[config.mk]
export PLATFORM = sky130hd
export DESIGN_NAME = synth_and_stamp_config_regs
export DESIGN_NICKNAME = d
export VERILOG_FILES = /design/src/pkg/synth_cfg_pkg.sv /design/src/hw/axil_write_capture.sv /design/src/hw/divider_decode.sv /design/src/hw/synth_and_stamp_config_regs.sv
export SDC_FILE = /design/constraint.sdc
export NUM_CORES = 1
export LEC_CHECK = 0
export BUFFER_PORTS_ARGS = -buffer_cell sky130_fd_sc_hd__buf_2
export CORE_ASPECT_RATIO = 0.75
export CORE_MARGIN = 2
export CORE_UTILIZATION = 43
export CTS_BUF_LIST = sky130_fd_sc_hd__clkbuf_8
export CTS_CLUSTER_SIZE = 12
export DETAILED_ROUTE_END_ITERATION = 10
export PLACE_DENSITY = 0.68
export SYNTH_ARGS = -nofsm -noshare
export SYNTH_HDL_FRONTEND = slang
export SYNTH_HIERARCHICAL = 1
export SYNTH_SLANG_ARGS = --single-unit
export TNS_END_PERCENT = 20
[constraint.sdc]
create_clock -name clk_sys -period 3.6 [get_ports clk_sys]
set_input_delay 0.18 -clock clk_sys [delete_from_list [all_inputs] [get_ports clk_sys]]
set_output_delay 0.18 -clock clk_sys [all_outputs]
set_load 0.02 [all_outputs]
[src/pkg/synth_cfg_pkg.sv]
/*
  Constants, types and helpers for the synthesizer and timestamp configuration registers.
  Assumes a 32-bit AXI4-Lite master; each 8-bit register sits in the low byte of one aligned word.
*/
// Contract
// Software writes zeros into reserved bits of these configuration registers.
// Timestamp control bit 1 selects low-voltage PECL input mode; resets to zero.
// Timestamp control bit 0 enables the timestamp receiver; resets to zero.
// Reference clock drives only when its enable bit and synthesizer enable are set.
// Reference output enable bit resets to one, so output starts with the synthesizer.
// First divider bits 3:2 select second divider: 1, 2, 4; code 3 reserved.
// First divider bits 1:0 select first divider: 5, 4, 3; code 3 reserved.
// Software holds synthesizer reset while changing any feedback divider field.
// Second divider bits 5:0 hold third divider ratio 1..63; resets to 32.
// Divider chain runs first, then second, then third divider to the detector.
// Bias field resets to 0x4F; software writes 0x4A when using the synthesizer.
// Every register reads back its last written value and resets to default; the status word at 0x40 ignores writes and reads live status.
package synth_cfg_pkg;

  // Register indices; byte address is four times the index
  localparam logic [6:0] IDX_STAMP = 7'h3b;
  localparam logic [6:0] IDX_REFOUT = 7'h3c;
  localparam logic [6:0] IDX_DIV_ONE = 7'h3d;
  localparam logic [6:0] IDX_DIV_TWO = 7'h3e;
  localparam logic [6:0] IDX_OSC_BIAS = 7'h3f;
  localparam logic [6:0] IDX_STATUS = 7'h40;
  localparam logic [6:0] IDX_SER_EMPH = 7'h48;

  // Storage slots
  localparam int NUM_REGS = 6;
  localparam logic [2:0] SLOT_STAMP = 3'h0;
  localparam logic [2:0] SLOT_REFOUT = 3'h1;
  localparam logic [2:0] SLOT_DIV_ONE = 3'h2;
  localparam logic [2:0] SLOT_DIV_TWO = 3'h3;
  localparam logic [2:0] SLOT_OSC_BIAS = 3'h4;
  localparam logic [2:0] SLOT_SER_EMPH = 3'h5;

  // Reset values
  localparam logic [7:0] RST_STAMP = 8'h00;
  localparam logic [7:0] RST_REFOUT = 8'h01;
  localparam logic [7:0] RST_DIV_ONE = 8'h00;
  localparam logic [7:0] RST_DIV_TWO = 8'h20;
  localparam logic [7:0] RST_OSC_BIAS = 8'h4f;
  localparam logic [7:0] RST_SER_EMPH = 8'h00;
  localparam logic [7:0] RESET_VALS [NUM_REGS] = '{RST_STAMP, RST_REFOUT, RST_DIV_ONE,
                                                  RST_DIV_TWO, RST_OSC_BIAS, RST_SER_EMPH};

  // Field positions
  localparam int BIT_RECV_ON = 0;
  localparam int BIT_PECL = 1;
  localparam int BIT_REF_ON = 0;
  localparam int FIRST_LSB = 0;
  localparam int SECOND_LSB = 2;
  localparam int THIRD_LSB = 0;
  localparam int THIRD_W = 6;
  localparam int BIAS_W = 7;
  localparam int EMPH_W = 4;
  localparam int TOTAL_W = 11;

  // Divider ratios by code
  localparam logic [2:0] FIRST_RATIO_C0 = 3'h5;
  localparam logic [2:0] FIRST_RATIO_C1 = 3'h4;
  localparam logic [2:0] FIRST_RATIO_C2 = 3'h3;
  localparam logic [2:0] SECOND_RATIO_C0 = 3'h1;
  localparam logic [2:0] SECOND_RATIO_C1 = 3'h2;
  localparam logic [2:0] SECOND_RATIO_C2 = 3'h4;
  localparam logic [2:0] RATIO_RESERVED = 3'h0;

  // AXI responses
  localparam logic [1:0] RESP_OKAY = 2'h0;
  localparam logic [1:0] RESP_SLVERR = 2'h2;

  typedef struct packed {
    logic stamp_input_receiver_on;
    logic stamp_input_pecl_mode;
    logic ref_clock_output;
    logic [2:0] first_ratio;
    logic [2:0] second_ratio;
    logic [THIRD_W-1:0] third_ratio;
    logic [TOTAL_W-1:0] total_ratio;
    logic [BIAS_W-1:0] oscillator_bias_level;
    logic [EMPH_W-1:0] serializer_emphasis_level;
  } synth_cfg_t;

  function automatic logic idx_is_store(input logic [6:0] idx);
    return idx inside {IDX_STAMP, IDX_REFOUT, IDX_DIV_ONE, IDX_DIV_TWO, IDX_OSC_BIAS, IDX_SER_EMPH};
  endfunction

  function automatic logic idx_mapped(input logic [6:0] idx);
    return idx_is_store(idx) || (idx == IDX_STATUS);
  endfunction

  function automatic logic [2:0] idx_slot(input logic [6:0] idx);
    logic [2:0] s;
    s = SLOT_STAMP;
    case (idx)
      IDX_REFOUT: s = SLOT_REFOUT;
      IDX_DIV_ONE: s = SLOT_DIV_ONE;
      IDX_DIV_TWO: s = SLOT_DIV_TWO;
      IDX_OSC_BIAS: s = SLOT_OSC_BIAS;
      IDX_SER_EMPH: s = SLOT_SER_EMPH;
      default: s = SLOT_STAMP;
    endcase
    return s;
  endfunction

endpackage

[src/hw/axil_write_capture.sv]
/*
  AXI4-Lite write channel slave: takes address and data in either order, then issues one write strobe.
  Assumes the reset is already synchronised to clk_sys.
*/
`timescale 1ns/1ps
module axil_write_capture
  import synth_cfg_pkg::*;
#(
  parameter int ADDR_W = 9
)
(
  // Clock and reset
  input wire logic clk_sys,
  input wire logic rst_sync_n,
  // AXI write channels
  input wire logic awvalid,
  input wire logic [ADDR_W-1:0] awaddr,
  output logic awready,
  input wire logic wvalid,
  input wire logic [31:0] wdata,
  input wire logic [3:0] wstrb,
  output logic wready,
  output logic bvalid,
  output logic [1:0] bresp,
  input wire logic bready,
  // Write strobe to the register bank
  output logic wr_en,
  output logic [6:0] wr_idx,
  output logic [7:0] wr_data,
  output logic wr_lane0
);

  logic aw_held;
  logic w_held;
  logic next_aw_held;
  logic next_w_held;
  logic next_bvalid;

  assign wr_en = aw_held && w_held && !bvalid;
  assign next_aw_held = wr_en ? 1'b0 : (aw_held || (awvalid && awready));
  assign next_w_held = wr_en ? 1'b0 : (w_held || (wvalid && wready));
  assign next_bvalid = wr_en ? 1'b1 : (bvalid && !bready);

  always_ff @(posedge clk_sys or negedge rst_sync_n)
  begin
    if (!rst_sync_n)
    begin
      aw_held <= 1'b0;
      w_held <= 1'b0;
      bvalid <= 1'b0;
      awready <= 1'b0;
      wready <= 1'b0;
    end
    else
    begin
      aw_held <= next_aw_held;
      w_held <= next_w_held;
      bvalid <= next_bvalid;
      awready <= !next_aw_held && !next_bvalid;
      wready <= !next_w_held && !next_bvalid;
    end
  end

  always_ff @(posedge clk_sys or negedge rst_sync_n)
  begin
    if (!rst_sync_n)
    begin
      wr_idx <= 7'h00;
      wr_data <= 8'h00;
      wr_lane0 <= 1'b0;
      bresp <= RESP_OKAY;
    end
    else
    begin
      if (awvalid && awready)
        wr_idx <= awaddr[8:2];
      if (wvalid && wready)
      begin
        wr_data <= wdata[7:0];
        wr_lane0 <= wstrb[0];
      end
      if (wr_en)
        bresp <= idx_mapped(wr_idx) ? RESP_OKAY : RESP_SLVERR;
    end
  end

endmodule // axil_write_capture

[src/hw/divider_decode.sv]
/*
  Turns the feedback divider fields into ratios and the whole chain ratio.
  Purely combinational; the caller registers the results.
*/
`timescale 1ns/1ps
module divider_decode
  import synth_cfg_pkg::*;
(
  // Divider fields
  input wire logic [1:0] first_code,
  input wire logic [1:0] second_code,
  input wire logic [THIRD_W-1:0] third_value,
  // Ratios
  output logic [2:0] first_ratio,
  output logic [2:0] second_ratio,
  output logic [TOTAL_W-1:0] total_ratio,
  output logic code_reserved
);

  logic [TOTAL_W-1:0] chain;

  always_comb
  begin
    case (first_code)
      2'h0: first_ratio = FIRST_RATIO_C0;
      2'h1: first_ratio = FIRST_RATIO_C1;
      2'h2: first_ratio = FIRST_RATIO_C2;
      default: first_ratio = RATIO_RESERVED;
    endcase
    case (second_code)
      2'h0: second_ratio = SECOND_RATIO_C0;
      2'h1: second_ratio = SECOND_RATIO_C1;
      2'h2: second_ratio = SECOND_RATIO_C2;
      default: second_ratio = RATIO_RESERVED;
    endcase
  end

  // First feeds second, second feeds third
  assign chain = TOTAL_W'(first_ratio) * TOTAL_W'(second_ratio) * TOTAL_W'(third_value);
  assign total_ratio = chain;
  assign code_reserved = (first_code == 2'h3) || (second_code == 2'h3) || (third_value == 6'h00);

endmodule // divider_decode

[src/hw/synth_and_stamp_config_regs.sv]
/*
  Configuration registers for the clock synthesizer dividers, oscillator bias, reference clock output
  gating, timestamp receiver and serializer emphasis, reached over AXI4-Lite.
  Assumes synth_enable_pin comes from outside the clock domain and that one master drives the bus.
*/
// Decided for this implementation: the AXI4-Lite interface to the registers.
`timescale 1ns/1ps
module synth_and_stamp_config_regs
  import synth_cfg_pkg::*;
#(
  parameter int ADDR_W = 9
)
(
  // Clock and reset
  input wire logic clk_sys,
  input wire logic rstn,
  // AXI4-Lite write
  input wire logic awvalid,
  input wire logic [ADDR_W-1:0] awaddr,
  output logic awready,
  input wire logic wvalid,
  input wire logic [31:0] wdata,
  input wire logic [3:0] wstrb,
  output logic wready,
  output logic bvalid,
  output logic [1:0] bresp,
  input wire logic bready,
  // AXI4-Lite read
  input wire logic arvalid,
  input wire logic [ADDR_W-1:0] araddr,
  output logic arready,
  output logic rvalid,
  output logic [31:0] rdata,
  output logic [1:0] rresp,
  input wire logic rready,
  // Synthesizer enable pin
  input wire logic synth_enable_pin,
  // Configuration to the analog blocks
  output synth_cfg_t synth_cfg
);

  // Register index is taken from address bits 8:2
  if (ADDR_W < 9)
  begin : g_addr_w_check
    $error("ADDR_W must be at least 9");
  end

  // Reset release
  logic rst_meta_n;
  logic rst_sync_n;

  always_ff @(posedge clk_sys or negedge rstn)
  begin
    if (!rstn)
    begin
      rst_meta_n <= 1'b0;
      rst_sync_n <= 1'b0;
    end
    else
    begin
      rst_meta_n <= 1'b1;
      rst_sync_n <= rst_meta_n;
    end
  end

  // Synthesizer enable synchroniser
  logic synth_en_meta;
  logic synth_en;

  always_ff @(posedge clk_sys or negedge rst_sync_n)
  begin
    if (!rst_sync_n)
    begin
      synth_en_meta <= 1'b0;
      synth_en <= 1'b0;
    end
    else
    begin
      synth_en_meta <= synth_enable_pin;
      synth_en <= synth_en_meta;
    end
  end

  // Write side
  logic wr_en;
  logic [6:0] wr_idx;
  logic [7:0] wr_data;
  logic wr_lane0;

  axil_write_capture #(
    .ADDR_W(ADDR_W)
  ) u_write (
    .clk_sys(clk_sys),
    .rst_sync_n(rst_sync_n),
    .awvalid(awvalid),
    .awaddr(awaddr),
    .awready(awready),
    .wvalid(wvalid),
    .wdata(wdata),
    .wstrb(wstrb),
    .wready(wready),
    .bvalid(bvalid),
    .bresp(bresp),
    .bready(bready),
    .wr_en(wr_en),
    .wr_idx(wr_idx),
    .wr_data(wr_data),
    .wr_lane0(wr_lane0)
  );

  // Register bank; all eight bits stored, reserved ones included
  logic [7:0] bank [NUM_REGS];
  wire store_hit = wr_en && wr_lane0 && idx_is_store(wr_idx);
  wire [2:0] wr_slot = idx_slot(wr_idx);

  always_ff @(posedge clk_sys or negedge rst_sync_n)
  begin
    if (!rst_sync_n)
    begin
      for (int i = 0; i < NUM_REGS; i++)
        bank[i] <= RESET_VALS[i];
    end
    else
    begin
      for (int i = 0; i < NUM_REGS; i++)
      begin
        if (store_hit && (wr_slot == 3'(i)))
          bank[i] <= wr_data;
      end
    end
  end

  // Named fields
  wire [7:0] stamp_reg = bank[SLOT_STAMP];
  wire [7:0] refout_reg = bank[SLOT_REFOUT];
  wire [7:0] div_one_reg = bank[SLOT_DIV_ONE];
  wire [7:0] div_two_reg = bank[SLOT_DIV_TWO];
  wire [7:0] osc_reg = bank[SLOT_OSC_BIAS];
  wire [7:0] emph_reg = bank[SLOT_SER_EMPH];
  wire ref_output_on = refout_reg[BIT_REF_ON];

  // Divider decode
  logic [2:0] first_ratio;
  logic [2:0] second_ratio;
  logic [TOTAL_W-1:0] total_ratio;
  logic code_reserved;

  divider_decode u_decode (
    .first_code(div_one_reg[FIRST_LSB +: 2]),
    .second_code(div_one_reg[SECOND_LSB +: 2]),
    .third_value(div_two_reg[THIRD_LSB +: THIRD_W]),
    .first_ratio(first_ratio),
    .second_ratio(second_ratio),
    .total_ratio(total_ratio),
    .code_reserved(code_reserved)
  );

  // Outputs, each from a flip-flop
  synth_cfg_t next_cfg;

  always_comb
  begin
    next_cfg.stamp_input_receiver_on = stamp_reg[BIT_RECV_ON];
    next_cfg.stamp_input_pecl_mode = stamp_reg[BIT_PECL];
    next_cfg.ref_clock_output = ref_output_on && synth_en;
    next_cfg.first_ratio = first_ratio;
    next_cfg.second_ratio = second_ratio;
    next_cfg.third_ratio = div_two_reg[THIRD_LSB +: THIRD_W];
    next_cfg.total_ratio = total_ratio;
    next_cfg.oscillator_bias_level = osc_reg[BIAS_W-1:0];
    next_cfg.serializer_emphasis_level = emph_reg[EMPH_W-1:0];
  end

  always_ff @(posedge clk_sys or negedge rst_sync_n)
  begin
    if (!rst_sync_n)
      synth_cfg <= '0;
    else
      synth_cfg <= next_cfg;
  end

  // Status word: bit 0 reference output driven, bit 1 synthesizer enable seen, bit 2 bad divider code
  wire [7:0] status_word = {5'h00, code_reserved, synth_en, synth_cfg.ref_clock_output};

  // Read side
  wire ar_take = arvalid && arready;
  wire [6:0] rd_idx = araddr[8:2];
  wire next_rvalid = ar_take ? 1'b1 : (rvalid && !rready);
  wire [7:0] rd_byte = (rd_idx == IDX_STATUS) ? status_word :
                       idx_is_store(rd_idx) ? bank[idx_slot(rd_idx)] : 8'h00;

  always_ff @(posedge clk_sys or negedge rst_sync_n)
  begin
    if (!rst_sync_n)
    begin
      rvalid <= 1'b0;
      arready <= 1'b0;
      rdata <= 32'h0000_0000;
      rresp <= RESP_OKAY;
    end
    else
    begin
      rvalid <= next_rvalid;
      arready <= !next_rvalid;
      if (ar_take)
      begin
        rdata <= {24'h00_0000, rd_byte};
        rresp <= idx_mapped(rd_idx) ? RESP_OKAY : RESP_SLVERR;
      end
    end
  end
endmodule // synth_and_stamp_config_regs

==> results.yml <==
final_layout:
  mostFrequentLayoutCell: "dfrtp_1"
  n_antenna_cell: 0
  top_register: "synth_cfg"
  largest_reg_flops: 37
  post-route-util: 0.543
  post_layout_nonfiller_instances: 873
  layout-drive-gt1-share: 0.398
  design.final.nets: 764
  area_growth_syn_to_fin_pct: 24.3
  most-common-layout-cells: "111 x dfrtp_1, 82 x buf_2, 64 x mux2_2"
  design_area_final_um2: 7790
setup_path:
  worst_ep_arrival_time_ps: 5060
  path_cells: "nand2b_4, nor2_4, fa_1, ha_2, fa_2, xor2_4, buf_4, and2_1, ha_1, fa_1, inv_1, fa_1, inv_2, ha_4, a21oi_2, nor2b_1, a311oi_4, buf_4, xnor2_1"
  r2r.worst_path.cells: 19
  setup.reg_to_reg.worst_slack_ps: -1100
  crit_required_ps: 3960
  crit-reg2reg-launch: "div_one_reg[2]"
  setup.worst_path.start_class: "register"
  path_common_cell: "fa_1"
  cp_max_fo: 4
  cpPeakStageDelay_ps: 530
  timing.setup.critical_path_class: "reg -> reg"
  timing.critical_path.slowest_stage_cell: "fa_1"
  critical_path.endpoint_type: "register"
  timing.rr.end: "synth_cfg[19]"
clock_tree:
  clock_tree.root_cell: "clkbuf_8"
  cts_tree: "done"
  clkSlewWorstSetupHoldPaths_ps: 70
  h_tree_level_count: 4
  cts_buffers: 17
  clk-insertion-delay-late_ps: 450
  cts_sinks: 122
  cts_buffer_depth: 2
drt:
  drt-total-wl_mm: 13.7
  avgRoutedWirePerCell_um: 15.7
  initialDrtViolationCount: 221
  vias: 4315
  avgViaCountPerCell: 4.94
  post-route-drc-count: 0
  firstDrtPassIters: 7
  ant_nets: 0
power_and_ir_drop:
  static-leakage-power_nw: 3.98
  peakVddDrop_v: 0.000431
  power_per_cell_area_nw_per_um2: 519
synthesis:
  yosys_warnings: 6
  seq_area_frac_synth: 0.488
  synth.ff_latch_count: 122
  post_synth_inst_count: 517
  synthDistinctLibCells: 65
  dominantRegCellSynth: "dfrtp_1"
  synth-async-reset-ratio: 1.00
  syn-mean-instance-area_um2: 12.1
  number_of_flops_mapped_to_enable_cells_by_yosys: 0
  syn_std_cell_area_um2: 6270
timing:
  fin_crit_sh: 1.30
  maxClockFrequency_mhz: 213
  timing_max_transition_violations_final: 0
  timing.final.ws_setup_ps: -1100
  grt_setup_unrepaired: "true"
  final.hold.worst_slack_ps: 48.9
  actual_slew_at_the_worst_max_slew_pin_ps: 943
  period_needed_ps: 4700
  finalHoldViolCount: 0
  finalClockSkew_ps: 18.3
  finalSetupViolCount: 7
  slew_headroom: 0.371
status:
  violations: "negative setup slack"
  run_status: "finished with violations"
job:
  maxCapViolations: 0
floorplanning:
  die_width_um: 143
  placeableCoreArea_um2: 14400
  number_of_standard_cell_rows_in_the_floorplan: 38
  initial_cell_density_of_the_core: 0.437
  die_height_um: 109
  number_of_primary_i_o_pins: 140
  design.die.area_um2: 15600
placement:
  port_buf_inserts: 82
  detailed_place.area_um2: 7100
  routabilityCongestion: 0.837
  dp.cells: 818
  hpwlAfterDp_mm: 9.90
global_route:
  grt_first_pass_wirelength_mm: 22.5
  grt_use_total: 0.190
  grt_max_degree: 75
  antenna_found_initial: 0
  grt.overflow.total: 0
  grt_pass1_vias: 4541
worst_hold_path:
  min-delay-path-class: "in -> async"
worst max path at each step:
| stage | startpoint | end | slack (ps) |
|---|---|---|---|
| after global routing | div_one_reg[2] | synth_cfg[19] | -1250 |
| after detailed placement | div_one_reg[2] | synth_cfg[19] | -1200 |
| after floorplan | div_one_reg[3] | synth_cfg[20] | -970 |
| after CTS | div_one_reg[2] | synth_cfg[19] | -1080 |
| final | div_one_reg[2] | synth_cfg[19] | -1100 |
| after global placement | div_one_reg[2] | synth_cfg[21] | -1040 |
power by group:
part	switching, W	total, W	internal, W
logic	0.000449	0.000881	0.000432
registers	0.000297	0.00192	0.00162
clock network	0.000519	0.00124	0.000724
total	0.00126	0.00404	0.00278
kinds of logic after synthesis:
kind of cell / Yosys count / share of synthesized area
and+or+nand+nor: 130 / 0.124
DFF: 122 / 0.488
buffers and inverters: 72 / 0.0634
AOI/OAI and AO/OA: 70 / 0.0802
muxes: 69 / 0.125
adders and majority gates: 42 / 0.105
xor gates and xnor gates: 9 / 0.0126
other: 3 / 0.00180
per-stage QoR:
step           setup slack, ps  total power [W]  TNS, ps
6_report                 -1100          0.00404    -6010
5_1_grt                  -1250          0.00427    -7160
4_1_cts                  -1080          0.00408    -5960
3_5_place_dp             -1200          0.00279    -6420
3_3_place_gp             -1040          0.00274    -5760
2_1_floorplan             -970          0.00246    -4870
timing repair:
item                                    4_1_cts  5_1_grt
setup buffers                                 1        0
hold buffers                                 22        0
hold endpoints to repair                     25        0
resized for setup                             6        3
endpoints found under the setup margin        7        8
pin swaps                                     4        0
layout make-up:
class                      instances  area (µm²)
clock inverter                    12         133
tap                              200         250
clock buffer                      20         275
timing repair buffer             135         867
inverter                          37         139
sequential                       122        3070
multi-input combinational        347        3060
fill                            1261        6570
cell usage after synthesis, drive strengths merged, types with 2 or more instances:
master  instances  area share
dfrtp         115        0.46
mux2           66        0.12
inv            37       0.022
buf            33       0.040
nand2          31       0.019
and2           24       0.024
ha             24       0.048
nor2           22       0.014
a21oi          18       0.018
fa             18       0.057
o21ai          15       0.013
nor2b          13       0.015
nor3            8      0.0064
dfstp           7       0.029
nand2b          7      0.0074
nand3           7      0.0072
o211ai          6      0.0080
xnor2           6      0.0084
a211oi          5      0.0068
o22ai           5      0.0050
and3            4      0.0040
nand3b          4      0.0088
o211a           4      0.0064
a21o            3      0.0036
a31oi           3      0.0030
conb            3      0.0018
mux2i           3      0.0048
nor4b           3      0.0076
xor2            3      0.0042
a22oi           2      0.0024
clkbuf          2      0.0012
nand4           2      0.0044
routing by layer:
layer / vias up / track usage / share of wire
li1: 2017 / - / -
met1: 2164 / 0.246 / 0.45
met2: 122 / 0.311 / 0.48
met3: 12 / 0.0558 / 0.058
met4: 0 / 0.0560 / 0.0097
met5: - / 0 / 0
critical path, delay by kind of cell, from the launching register on:
kind,cells,cell delay (ps)
AOI/OAI and AO/OA,2,410
buffers and inverters,4,420
DFF,1,450
xor gates and xnor gates,2,290
and+or+nand+nor,4,490
adders and majority gates,7,2570
Note: power is estimated with default switching activity, not from simulation.
